[src/verilog/dsl_map.vh]
`ifndef DSL_MAP_VH
`define DSL_MAP_VH

// Register regions, selected by paddr[6:4]; paddr[3:2] picks the channel.
`define DSL_RGN_TARGET   3'h0
`define DSL_RGN_CFG      3'h1
`define DSL_RGN_CLRCODE  3'h2
`define DSL_RGN_CODE     3'h3
`define DSL_RGN_STATUS   3'h4
`define DSL_RGN_LSB      4
`define DSL_RGN_MSB      6
`define DSL_CH_LSB       2
`define DSL_CH_MSB       3
`define DSL_ADDR_TOP     7

// Slew configuration register fields.
`define DSL_CFG_W        9
`define DSL_CFG_EN       0
`define DSL_CFG_TICK_LSB 1
`define DSL_CFG_TICK_MSB 4
`define DSL_CFG_STEP_LSB 5
`define DSL_CFG_STEP_MSB 7
`define DSL_CFG_CLRALLOW 8

// Reset values.
`define DSL_CFG_RST      9'h000
`define DSL_CODE_RST     16'h0000
`define DSL_DATA_ZERO    32'h0000_0000

// Internal oscillator and the fastest update rate, in Hz.
`define DSL_OSC_HZ       24'hc6_5d40
`define DSL_BASE_HZ      24'h00_fa00

// Base ticks per update for the slower, non power-of-two rate codes, and the unit that codes up to 9 shift.
`define DSL_DIV_64HZ     17'h003e8
`define DSL_DIV_32HZ     17'h007d0
`define DSL_DIV_16HZ     17'h00fa0
`define DSL_DIV_8HZ      17'h01f40
`define DSL_DIV_4HZ      17'h03e80
`define DSL_DIV_HALFHZ   17'h1f400
`define DSL_DIV_ONE      17'h00001

// Last channel index.
`define DSL_CH_LAST      2'h3

`endif

[src/verilog/dsl_code_mem.v]
`timescale 1ns/1ps

// Four-entry store of the per-channel clear codes, registered read data.
module dsl_code_mem (
	// Clock and reset.
	input  wire        clk,
	input  wire        rst,
	// Write port.
	input  wire        wr_en,
	input  wire [1:0]  wr_addr,
	input  wire [15:0] wr_data,
	// Read port, data one cycle after the address.
	input  wire [1:0]  rd_addr,
	output reg  [15:0] rd_data
);

	reg [15:0] mem_q [0:3];  // Clear code per channel.
	integer    i;            // Reset loop index.

	// Storage is reset to zero so a clear before programming is defined.
	always @(posedge clk or posedge rst) begin
		if (rst) begin
			for (i = 0; i < 4; i = i + 1) begin
				mem_q[i] <= 16'h0000;
			end
		end else if (wr_en) begin
			mem_q[wr_addr] <= wr_data;
		end
	end

	// Read data comes out of a register.
	always @(posedge clk or posedge rst) begin
		if (rst) begin
			rd_data <= 16'h0000;
		end else begin
			rd_data <= mem_q[rd_addr];
		end
	end

endmodule // dsl_code_mem

[src/verilog/dsl_slew_limiter.v]
`timescale 1ns/1ps
`include "dsl_map.vh"

module dsl_slew_limiter (
	// Clock and reset.
	input  wire        clk,
	input  wire        rst,
	// APB slave.
	input  wire        psel,
	input  wire        penable,
	input  wire        pwrite,
	input  wire [7:0]  paddr,
	input  wire [31:0] pwdata,
	output wire [31:0] prdata,
	output wire        pready,
	output wire        pslverr,
	// Pins from outside the clock domain.
	input  wire        osc_13m,
	input  wire        clear_in,
	// Output codes to the four converters, channel 0 in the low bits.
	output wire [63:0] dac_code,
	output wire [3:0]  slew_busy
);

	// Walker states, one-hot.
	localparam [2:0] CW_IDLE = 3'b001;
	localparam [2:0] CW_READ = 3'b010;
	localparam [2:0] CW_LOAD = 3'b100;

	// Step size in LSBs for a step code.
	function [15:0] step_lsb;
		input [2:0] sel;
		begin
			case (sel)
				3'h0:    step_lsb = 16'h0001;
				3'h1:    step_lsb = 16'h0002;
				3'h2:    step_lsb = 16'h0004;
				3'h3:    step_lsb = 16'h0010;
				3'h4:    step_lsb = 16'h0020;
				3'h5:    step_lsb = 16'h0040;
				3'h6:    step_lsb = 16'h0080;
				default: step_lsb = 16'h0100;
			endcase
		end
	endfunction

	// Base ticks per update; codes up to 9 are powers of two.
	function [16:0] div_count;
		input [3:0] sel;
		begin
			case (sel)
				4'ha:    div_count = `DSL_DIV_64HZ;
				4'hb:    div_count = `DSL_DIV_32HZ;
				4'hc:    div_count = `DSL_DIV_16HZ;
				4'hd:    div_count = `DSL_DIV_8HZ;
				4'he:    div_count = `DSL_DIV_4HZ;
				4'hf:    div_count = `DSL_DIV_HALFHZ;
				default: div_count = `DSL_DIV_ONE << sel;
			endcase
		end
	endfunction

	// One step from cur toward tgt, saturating on the target.
	function [15:0] step_toward;
		input [15:0] cur;
		input [15:0] tgt;
		input [15:0] stp;
		reg   [16:0] gap;
		begin
			gap = 17'h00000;
			if (tgt > cur) begin
				gap = {1'b0, tgt} - {1'b0, cur};
				step_toward = (gap <= {1'b0, stp}) ? tgt : cur + stp;
			end else begin
				gap = {1'b0, cur} - {1'b0, tgt};
				step_toward = (gap <= {1'b0, stp}) ? tgt : cur - stp;
			end
		end
	endfunction

	// Synchronisers and edge memories for the two pins.
	reg         osc_s1_q;       // First stage, read only by the second.
	reg         osc_s2_q;       // Synchronised oscillator level.
	reg         osc_s3_q;       // Previous level for edge detection.
	reg         clr_s1_q;       // First stage, read only by the second.
	reg         clr_s2_q;       // Synchronised clear level.
	reg         clr_s3_q;       // Previous level for edge detection.

	// Update-rate generation.
	reg  [23:0] acc_q;          // Phase accumulator in Hz units.
	reg         base_tick_q;    // One pulse per 64 kHz period.
	wire [23:0] acc_sum;        // Accumulator after one oscillator edge.

	// Clear walker.
	reg  [2:0]  cw_state_q;     // Walker state.
	reg  [1:0]  cw_ch_q;        // Channel being handled.
	reg         clr_pend_q;     // Clear edge seen, walk not yet started.
	reg         cw_idle_prev_q; // Walker was idle in the previous cycle.

	// Bus side.
	reg  [31:0] prdata_q;       // Read data held for the access.
	reg         pready_q;       // Access completes this cycle.
	reg         pslverr_q;      // Error answer: unmapped address or read-only write.
	reg  [31:0] rd_mux;         // Read data for the addressed register.
	reg         rd_bad;         // Address is unmapped or read-only write.
	wire [2:0]  rgn;            // Addressed region.
	wire [1:0]  ch_sel;         // Addressed channel.
	wire        apb_wr;         // Write takes effect this edge.
	wire        cw_idle;        // Walker holds no memory read slot.
	wire [15:0] mem_rdata;      // Clear code read data.
	wire [1:0]  mem_raddr;      // Clear code read address.

	// Per-channel state gathered for the read mux.
	wire [63:0] tgt_all;        // Targets.
	wire [35:0] cfg_all;        // Slew configurations.
	wire [63:0] code_all;       // Present output codes.
	wire [3:0]  busy_all;       // Slewing flags.

	assign rgn     = paddr[`DSL_RGN_MSB:`DSL_RGN_LSB];
	assign ch_sel  = paddr[`DSL_CH_MSB:`DSL_CH_LSB];
	assign cw_idle = cw_state_q[0];
	assign apb_wr  = psel & penable & pready_q & pwrite & ~pslverr_q;

	// Walker owns the read port while active, otherwise the bus address does.
	assign mem_raddr = cw_idle ? ch_sel : cw_ch_q;

	assign prdata    = prdata_q;
	assign pready    = pready_q;
	assign pslverr   = pslverr_q;
	assign dac_code  = code_all;
	assign slew_busy = busy_all;

	// Both pins pass two flip-flops before any logic reads them.
	always @(posedge clk or posedge rst) begin
		if (rst) begin
			osc_s1_q <= 1'b0;
			osc_s2_q <= 1'b0;
			osc_s3_q <= 1'b0;
			clr_s1_q <= 1'b0;
			clr_s2_q <= 1'b0;
			clr_s3_q <= 1'b0;
		end else begin
			osc_s1_q <= osc_13m;
			osc_s2_q <= osc_s1_q;
			osc_s3_q <= osc_s2_q;
			clr_s1_q <= clear_in;
			clr_s2_q <= clr_s1_q;
			clr_s3_q <= clr_s2_q;
		end
	end

	assign acc_sum = acc_q + `DSL_BASE_HZ;

	// oscillator divide: 64 kHz from 13 MHz edges.
	// range independent: no range term enters the divide.
	// A fractional accumulator is used since 13 MHz / 64 kHz is not whole;
	// the base tick jitters by one oscillator period but averages exactly.
	always @(posedge clk or posedge rst) begin
		if (rst) begin
			acc_q       <= 24'h00_0000;
			base_tick_q <= 1'b0;
		end else begin
			base_tick_q <= 1'b0;
			if (osc_s2_q & ~osc_s3_q) begin
				if (acc_sum >= `DSL_OSC_HZ) begin
					acc_q       <= acc_sum - `DSL_OSC_HZ;
					base_tick_q <= 1'b1;
				end else begin
					acc_q <= acc_sum;
				end
			end
		end
	end

	// clear edge: rising edge sets a pending walk.
	// Set wins over the clear taken when the walk starts, so an edge is
	// never lost; a second edge during a walk starts one more walk.
	always @(posedge clk or posedge rst) begin
		if (rst) begin
			clr_pend_q <= 1'b0;
		end else if (clr_s2_q & ~clr_s3_q) begin
			clr_pend_q <= 1'b1;
		end else if (cw_idle) begin
			clr_pend_q <= 1'b0;
		end
	end

	// Walker reads each channel's clear code in turn, two cycles each.
	// Channels are reloaded a few cycles apart, far below any tick period.
	always @(posedge clk or posedge rst) begin
		if (rst) begin
			cw_state_q     <= CW_IDLE;
			cw_ch_q        <= 2'h0;
			cw_idle_prev_q <= 1'b1;
		end else begin
			cw_idle_prev_q <= cw_idle;
			case (cw_state_q)
				CW_IDLE: begin
					cw_ch_q <= 2'h0;
					if (clr_pend_q) begin
						cw_state_q <= CW_READ;
					end
				end
				CW_READ: begin
					cw_state_q <= CW_LOAD;
				end
				CW_LOAD: begin
					// Last channel ends the walk.
					if (cw_ch_q == `DSL_CH_LAST) begin
						cw_state_q <= CW_IDLE;
					end else begin
						cw_ch_q    <= cw_ch_q + 2'h1;
						cw_state_q <= CW_READ;
					end
				end
				default: begin
					cw_state_q <= CW_IDLE;
				end
			endcase
		end
	end

	dsl_code_mem u_code_mem (
		.clk     (clk),
		.rst     (rst),
		.wr_en   (apb_wr && (rgn == `DSL_RGN_CLRCODE)),
		.wr_addr (ch_sel),
		.wr_data (pwdata[15:0]),
		.rd_addr (mem_raddr),
		.rd_data (mem_rdata)
	);

	// Per-channel target, configuration, rate divider and stepping.
	genvar g;
	generate
		for (g = 0; g < 4; g = g + 1) begin : chan
			localparam [1:0] IDX = g;
			reg  [15:0] target_q;  // Code the output is heading for.
			reg  [8:0]  cfg_q;     // Slew configuration.
			reg  [15:0] code_q;    // Present output code.
			reg  [16:0] div_q;     // Base ticks left to the next update.
			reg         busy_q;    // Output not yet on target.
			wire        tick;      // Update instant for this channel.
			wire        hit;       // Bus addresses this channel.

			assign hit  = (ch_sel == IDX);
			assign tick = base_tick_q && (div_q == 17'h00000);

			// Configuration written by software.
			always @(posedge clk or posedge rst) begin
				if (rst) begin
					cfg_q <= `DSL_CFG_RST;
				end else if (apb_wr && hit && (rgn == `DSL_RGN_CFG)) begin
					cfg_q <= pwdata[`DSL_CFG_W-1:0];
				end
			end

			// Target from software or from the clear walk.
			always @(posedge clk or posedge rst) begin
				if (rst) begin
					target_q <= `DSL_CODE_RST;
				// clear allow: others keep their target.
				end else if (cw_state_q[2] && (cw_ch_q == IDX) &&
					cfg_q[`DSL_CFG_CLRALLOW]) begin
					// clear target: stepping then applies as usual.
					target_q <= mem_rdata;
				end else if (apb_wr && hit && (rgn == `DSL_RGN_TARGET)) begin
					target_q <= pwdata[15:0];
				end
			end

			// rate select: reload with the chosen divide.
			always @(posedge clk or posedge rst) begin
				if (rst) begin
					div_q <= 17'h00000;
				end else if (base_tick_q) begin
					if (div_q == 17'h00000) begin
						div_q <= div_count(cfg_q[`DSL_CFG_TICK_MSB:`DSL_CFG_TICK_LSB])
							- 17'h00001;
					end else begin
						div_q <= div_q - 17'h00001;
					end
				end
			end

			// slew enable: picks direct or stepped update.
			// all sources stepped: clear and bus share one target.
			always @(posedge clk or posedge rst) begin
				if (rst) begin
					code_q <= `DSL_CODE_RST;
				end else if (!cfg_q[`DSL_CFG_EN]) begin
					// direct update: one cycle to target.
					code_q <= target_q;
				end else if (tick && (code_q != target_q)) begin
					// stepped update: one step per tick.
					// step size: table of LSB counts.
					// code LSBs: step is in codes, not current.
					// slew duration: change over step times rate.
					// saturate step: lands exactly on target.
					code_q <= step_toward(code_q, target_q,
						step_lsb(cfg_q[`DSL_CFG_STEP_MSB:`DSL_CFG_STEP_LSB]));
				end
			end

			// Busy flag trails the code by one cycle.
			always @(posedge clk or posedge rst) begin
				if (rst) begin
					busy_q <= 1'b0;
				end else begin
					busy_q <= (code_q != target_q);
				end
			end

			assign tgt_all[16*g +: 16]  = target_q;
			assign cfg_all[9*g +: 9]    = cfg_q;
			assign code_all[16*g +: 16] = code_q;
			assign busy_all[g]          = busy_q;
		end
	endgenerate

	// Read mux and unmapped-address decode.
	always @* begin
		rd_mux = `DSL_DATA_ZERO;
		rd_bad = 1'b0;
		if (paddr[`DSL_ADDR_TOP] || (paddr[1:0] != 2'h0)) begin
			rd_bad = 1'b1;
		end else begin
			case (rgn)
				`DSL_RGN_TARGET:  rd_mux[15:0] = tgt_all[16*ch_sel +: 16];
				`DSL_RGN_CFG:     rd_mux[8:0]  = cfg_all[9*ch_sel +: 9];
				`DSL_RGN_CLRCODE: rd_mux[15:0] = mem_rdata;
				`DSL_RGN_CODE: begin
					rd_mux[15:0] = code_all[16*ch_sel +: 16];
					rd_bad       = pwrite;
				end
				`DSL_RGN_STATUS: begin
					rd_mux[3:0] = busy_all;
					rd_bad      = pwrite || (ch_sel != 2'h0);
				end
				default: rd_bad = 1'b1;
			endcase
		end
	end

	// APB answer: one wait state, longer while the walker holds the
	// clear-code read port, so that code reads always see fresh data.
	always @(posedge clk or posedge rst) begin
		if (rst) begin
			pready_q  <= 1'b0;
			prdata_q  <= `DSL_DATA_ZERO;
			pslverr_q <= 1'b0;
		end else if (psel && penable && !pready_q && cw_idle && cw_idle_prev_q) begin
			pready_q  <= 1'b1;
			pslverr_q <= rd_bad;
			prdata_q  <= (pwrite || rd_bad) ? `DSL_DATA_ZERO : rd_mux;
		end else begin
			// Read data is dropped with the answer, so a stale word never lingers.
			pready_q  <= 1'b0;
			pslverr_q <= 1'b0;
			prdata_q  <= `DSL_DATA_ZERO;
		end
	end

endmodule // dsl_slew_limiter
[config.mk]
export PLATFORM = sky130hd
export DESIGN_NAME = dsl_slew_limiter
export DESIGN_NICKNAME = d
export VERILOG_FILES = /design/src/verilog/dsl_code_mem.v /design/src/verilog/dsl_slew_limiter.v
export VERILOG_INCLUDE_DIRS = /design/src /design/src/verilog
export SDC_FILE = /design/constraint.sdc
export NUM_CORES = 2
export LEC_CHECK = 0
export ABC_AREA = 1
export CAP_MARGIN = 10
export CORE_MARGIN = 5
export CORE_UTILIZATION = 25
export CTS_CLUSTER_DIAMETER = 50
export DETAILED_ROUTE_END_ITERATION = 8
export DONT_BUFFER_PORTS = 1
export PLACE_DENSITY = 0.45
export RECOVER_POWER = 50
export SLEW_MARGIN = 20
export SYNTH_ARGS = -nofsm -noshare
export SYNTH_HDL_FRONTEND = slang
export SYNTH_HIERARCHICAL = 1
export SYNTH_SLANG_ARGS = --single-unit
[constraint.sdc]
create_clock -name clk -period 11.81 [get_ports clk]
set_clock_uncertainty 0.1 [all_clocks]
set_input_delay 2.362 -clock clk [delete_from_list [all_inputs] [get_ports clk]]
set_output_delay 2.362 -clock clk [all_outputs]
set_load 0.005 [all_outputs]
==> qor.txt <==
Die area - 153,000 um^2
Setup crit end kind - async pin
DR vias - 36.8k
Clock slew at reported path FFs - 0.05 ns
Data required, critical path - 12.33 ns
Clock share of power - 29.1%
Ys Warns - 6
Synth top cells by count - nand2_1 (1,639), inv_1 (849), nand3_1 (623)
CP Launch Type - input pin
Hold_ws - 0.246 ns
CTS buffer count - 72
Sequential Area - 9160 um^2
Top cell type's share of synthesized area - 25.0%
Sequential share of power - 21.7%
Area occupied by multi-input gates - 22,700 um^2
Cts repair resizes - 0
Post-route cell area - 40,300 um^2
Setup ws final - 5.14 ns
Crit path kind - input pin to async pin
Post-DP HPWL - 116,000 um
Yosys reg bits - 366
CP Max Fanout - 113
Max_cap viols - 6
Synth Instances - 5,672
Endpoints failing setup - 0
RD Place Congestion - 0.915
Initial drt markers - 3,293
Die X-Extent - 391 um
Failing checks - max-capacitance violations, max-slew violations
Most instantiated library cell after synthesis - nand2_1
Slew headroom - -275%
Number of port buffers - 0
Global-route wire length before repair - 223,000 um
Nets - 5,903
Final Max Tran Viols - 323
Slew at the pin closest to its max-slew limit - 5.63 ns
Vias in the first global route - 35.0k
H-tree Lvls - 3
Worst Setup SP - rst
Internal Pwr Total - 3730 uW
Status - finished, violations left
Mapped Area - 36,400 um^2
Residual DRC - 0
Arr. time, crit path - 7.19 ns
Hold Vio Cnt, Final - 0
Drt wl/cell - 19.9 um
Reg2Reg Launch Point - chan[3].code_q[3]
Static leakage - 0.0210 uW
Net switching power - 3570 uW
Layout cells sized above 1 - 5.12%
Clk Tree Root Cell - clkbuf_16
Combinational fraction of design power - 49.2%
Pwr Density - 181 nW/um^2
Initial antenna violation count - 4
Grt ovf - 0
Top cells by area, synth - dfrtp_1 (25%), nand2_1 (17%), ha_1 (9.3%), inv_1 (8.8%), nand3_1 (8.6%)
Synthesized area per cell - 6.41 um^2
Total GRT Usage - 19.0%
Die Y - 391 um
Pin count of the biggest net entering global routing - 114
Via density - 4.88
Setup Fix Bufs, Post-CTS - 0
Clk_lat worst skew - 0.64 ns
Asr flop ratio synth - 100%
Hold_sp - clr_s1_q
Crit share post-route - 56.4%
Placed Area - 37,900 um^2
Num ports - 149
Fmax - 0.150 GHz
Cell taking the most area after synthesis - dfrtp_1
Clk sinks - 366
Primary FF master, synth - dfrtp_1
Number of flops mapped to enable cells by yosys - 0
RSZ-0062 raised after global routing - no
Initial Utilization - 25.0%
Post-synthesis sequential area ratio - 25.2%
Synth cell types - 67
CTS tree - built
Routed Antenna Nets - 0
Setup TNS - 0 ns
Fill cell count - 16.2k
Drt total wl - 150,000 um
FP Rows - 140
Net Sw Frac - 48.9%
Tmin final - 6.67 ns
Maximum VDD drop - 0.195 mV
Setup Slack @ Placement - 6.79 ns
Core area - 145,000 um^2
Worst Hold Class - flop to flop
DR pass1 iterations - 8
CTS Hold Bufs - 0
Clock Tree Buf Depth - 3
Area delta synth->final - 10.8%
[state kept, by name, summed over array words and instances, names as in the netlist, 16 cells and up]
signal,cells
prdata,16
chan.cfg_q,36
chan.div_q,68
acc_q,18
u_code_mem/mem_q,64
u_code_mem/rd_data,16
chan.code_q,64
chan.target_q,64
[cell usage in the layout (no fill, tap or decap), types with 11 or more instances in the layout]
| cell | n |
|---|---|
| a31oi_1 | 20 |
| o21bai_1 | 22 |
| nand3b_1 | 13 |
| a21oi_1 | 219 |
| a22oi_1 | 45 |
| o21ai_2 | 16 |
| o21ai_0 | 309 |
| conb_1 | 16 |
| nor4_1 | 14 |
| nor2_2 | 14 |
| nand4_1 | 95 |
| xor2_1 | 165 |
| clkbuf_16 | 73 |
| nand2_1 | 1643 |
| inv_2 | 23 |
| buf_4 | 24 |
| nand2_2 | 26 |
| o211ai_1 | 51 |
| fa_1 | 16 |
| o22ai_1 | 78 |
| o21ai_1 | 29 |
| clkinv_1 | 11 |
| inv_6 | 11 |
| a21o_1 | 12 |
| ha_1 | 269 |
| nor2_1 | 324 |
| nand3_1 | 623 |
| inv_1 | 848 |
| clkbuf_1 | 13 |
| dfrtp_1 | 364 |
| nor3_1 | 87 |
[stage by stage]
step                utilization [%]  power (uW)  cells
global placement               26.1        5130   7410
floorplan                         -        4150   5687
finish                         27.8        7300   7548
detailed placement             26.1        5160   7412
global route                   27.8        7800   7546
CTS                            27.8        7310   7544
[cell type report]
type	instances	area share, %
Multi-Input combinational cell	4214	56.3
Sequential cell	366	22.7
Inverter	885	8.25
Tap cell	1917	5.95
Clock buffer	91	4.92
Clock inverter	41	1.20
Timing Repair Buffer	32	0.596
Antenna cell	2	0.0124
[worst max-delay path, cell delays in order]
cell and delay, ns:
clkinvlp_2 2.95, buf_4 1.01, buf_4 0.78
[power by group through the flow]
| stage | registers [uW] | logic [uW] | clock network, uW |
|---|---|---|---|
| 6_report | 1580 | 3590 | 2120 |
| 5_1_grt | 1590 | 3990 | 2220 |
| 4_1_cts | 1570 | 3570 | 2170 |
| 3_5_place_dp | 1590 | 3560 | 0 |
| 3_3_place_gp | 1590 | 3540 | 0 |
| 2_1_floorplan | 1450 | 2700 | 0 |
[cell families after synthesis]
logic type / count (synthesis) / synth area share, %
simple gates: 2898 / 34.7
buf+inv: 1107 / 12.5
compound gates: 841 / 13.3
flops: 366 / 25.2
fa+ha+maj: 285 / 10.1
xor+xnor: 174 / 4.19
other cells: 1 / 0.0103
[per-layer routing]
layer / share of wire, % / vias up / GRT usage, %
li1: - / 18120 / -
met1: 46 / 17280 / 26.3
met2: 43 / 1227 / 29.1
met3: 8.6 / 203 / 4.72
met4: 2.9 / 2 / 5.45
met5: 0.034 / - / 0
[worst paths after layout]
check	endpoint	slack (ns)	cells past startpoint
worst max-delay path	chan[2].target_q[13]	5.14	3
worst max register to register	chan[3].code_q[2]	7.10	18
worst min register to register	clr_s2_q	0.25	0
max in group clk	chan[2].target_q[8]	6.77	9
min in group asynchronous	u_code_mem/mem_q[9]	2.06	1
worst min-delay path	clr_s2_q	0.25	0
(Power assumes the default switching activity.)
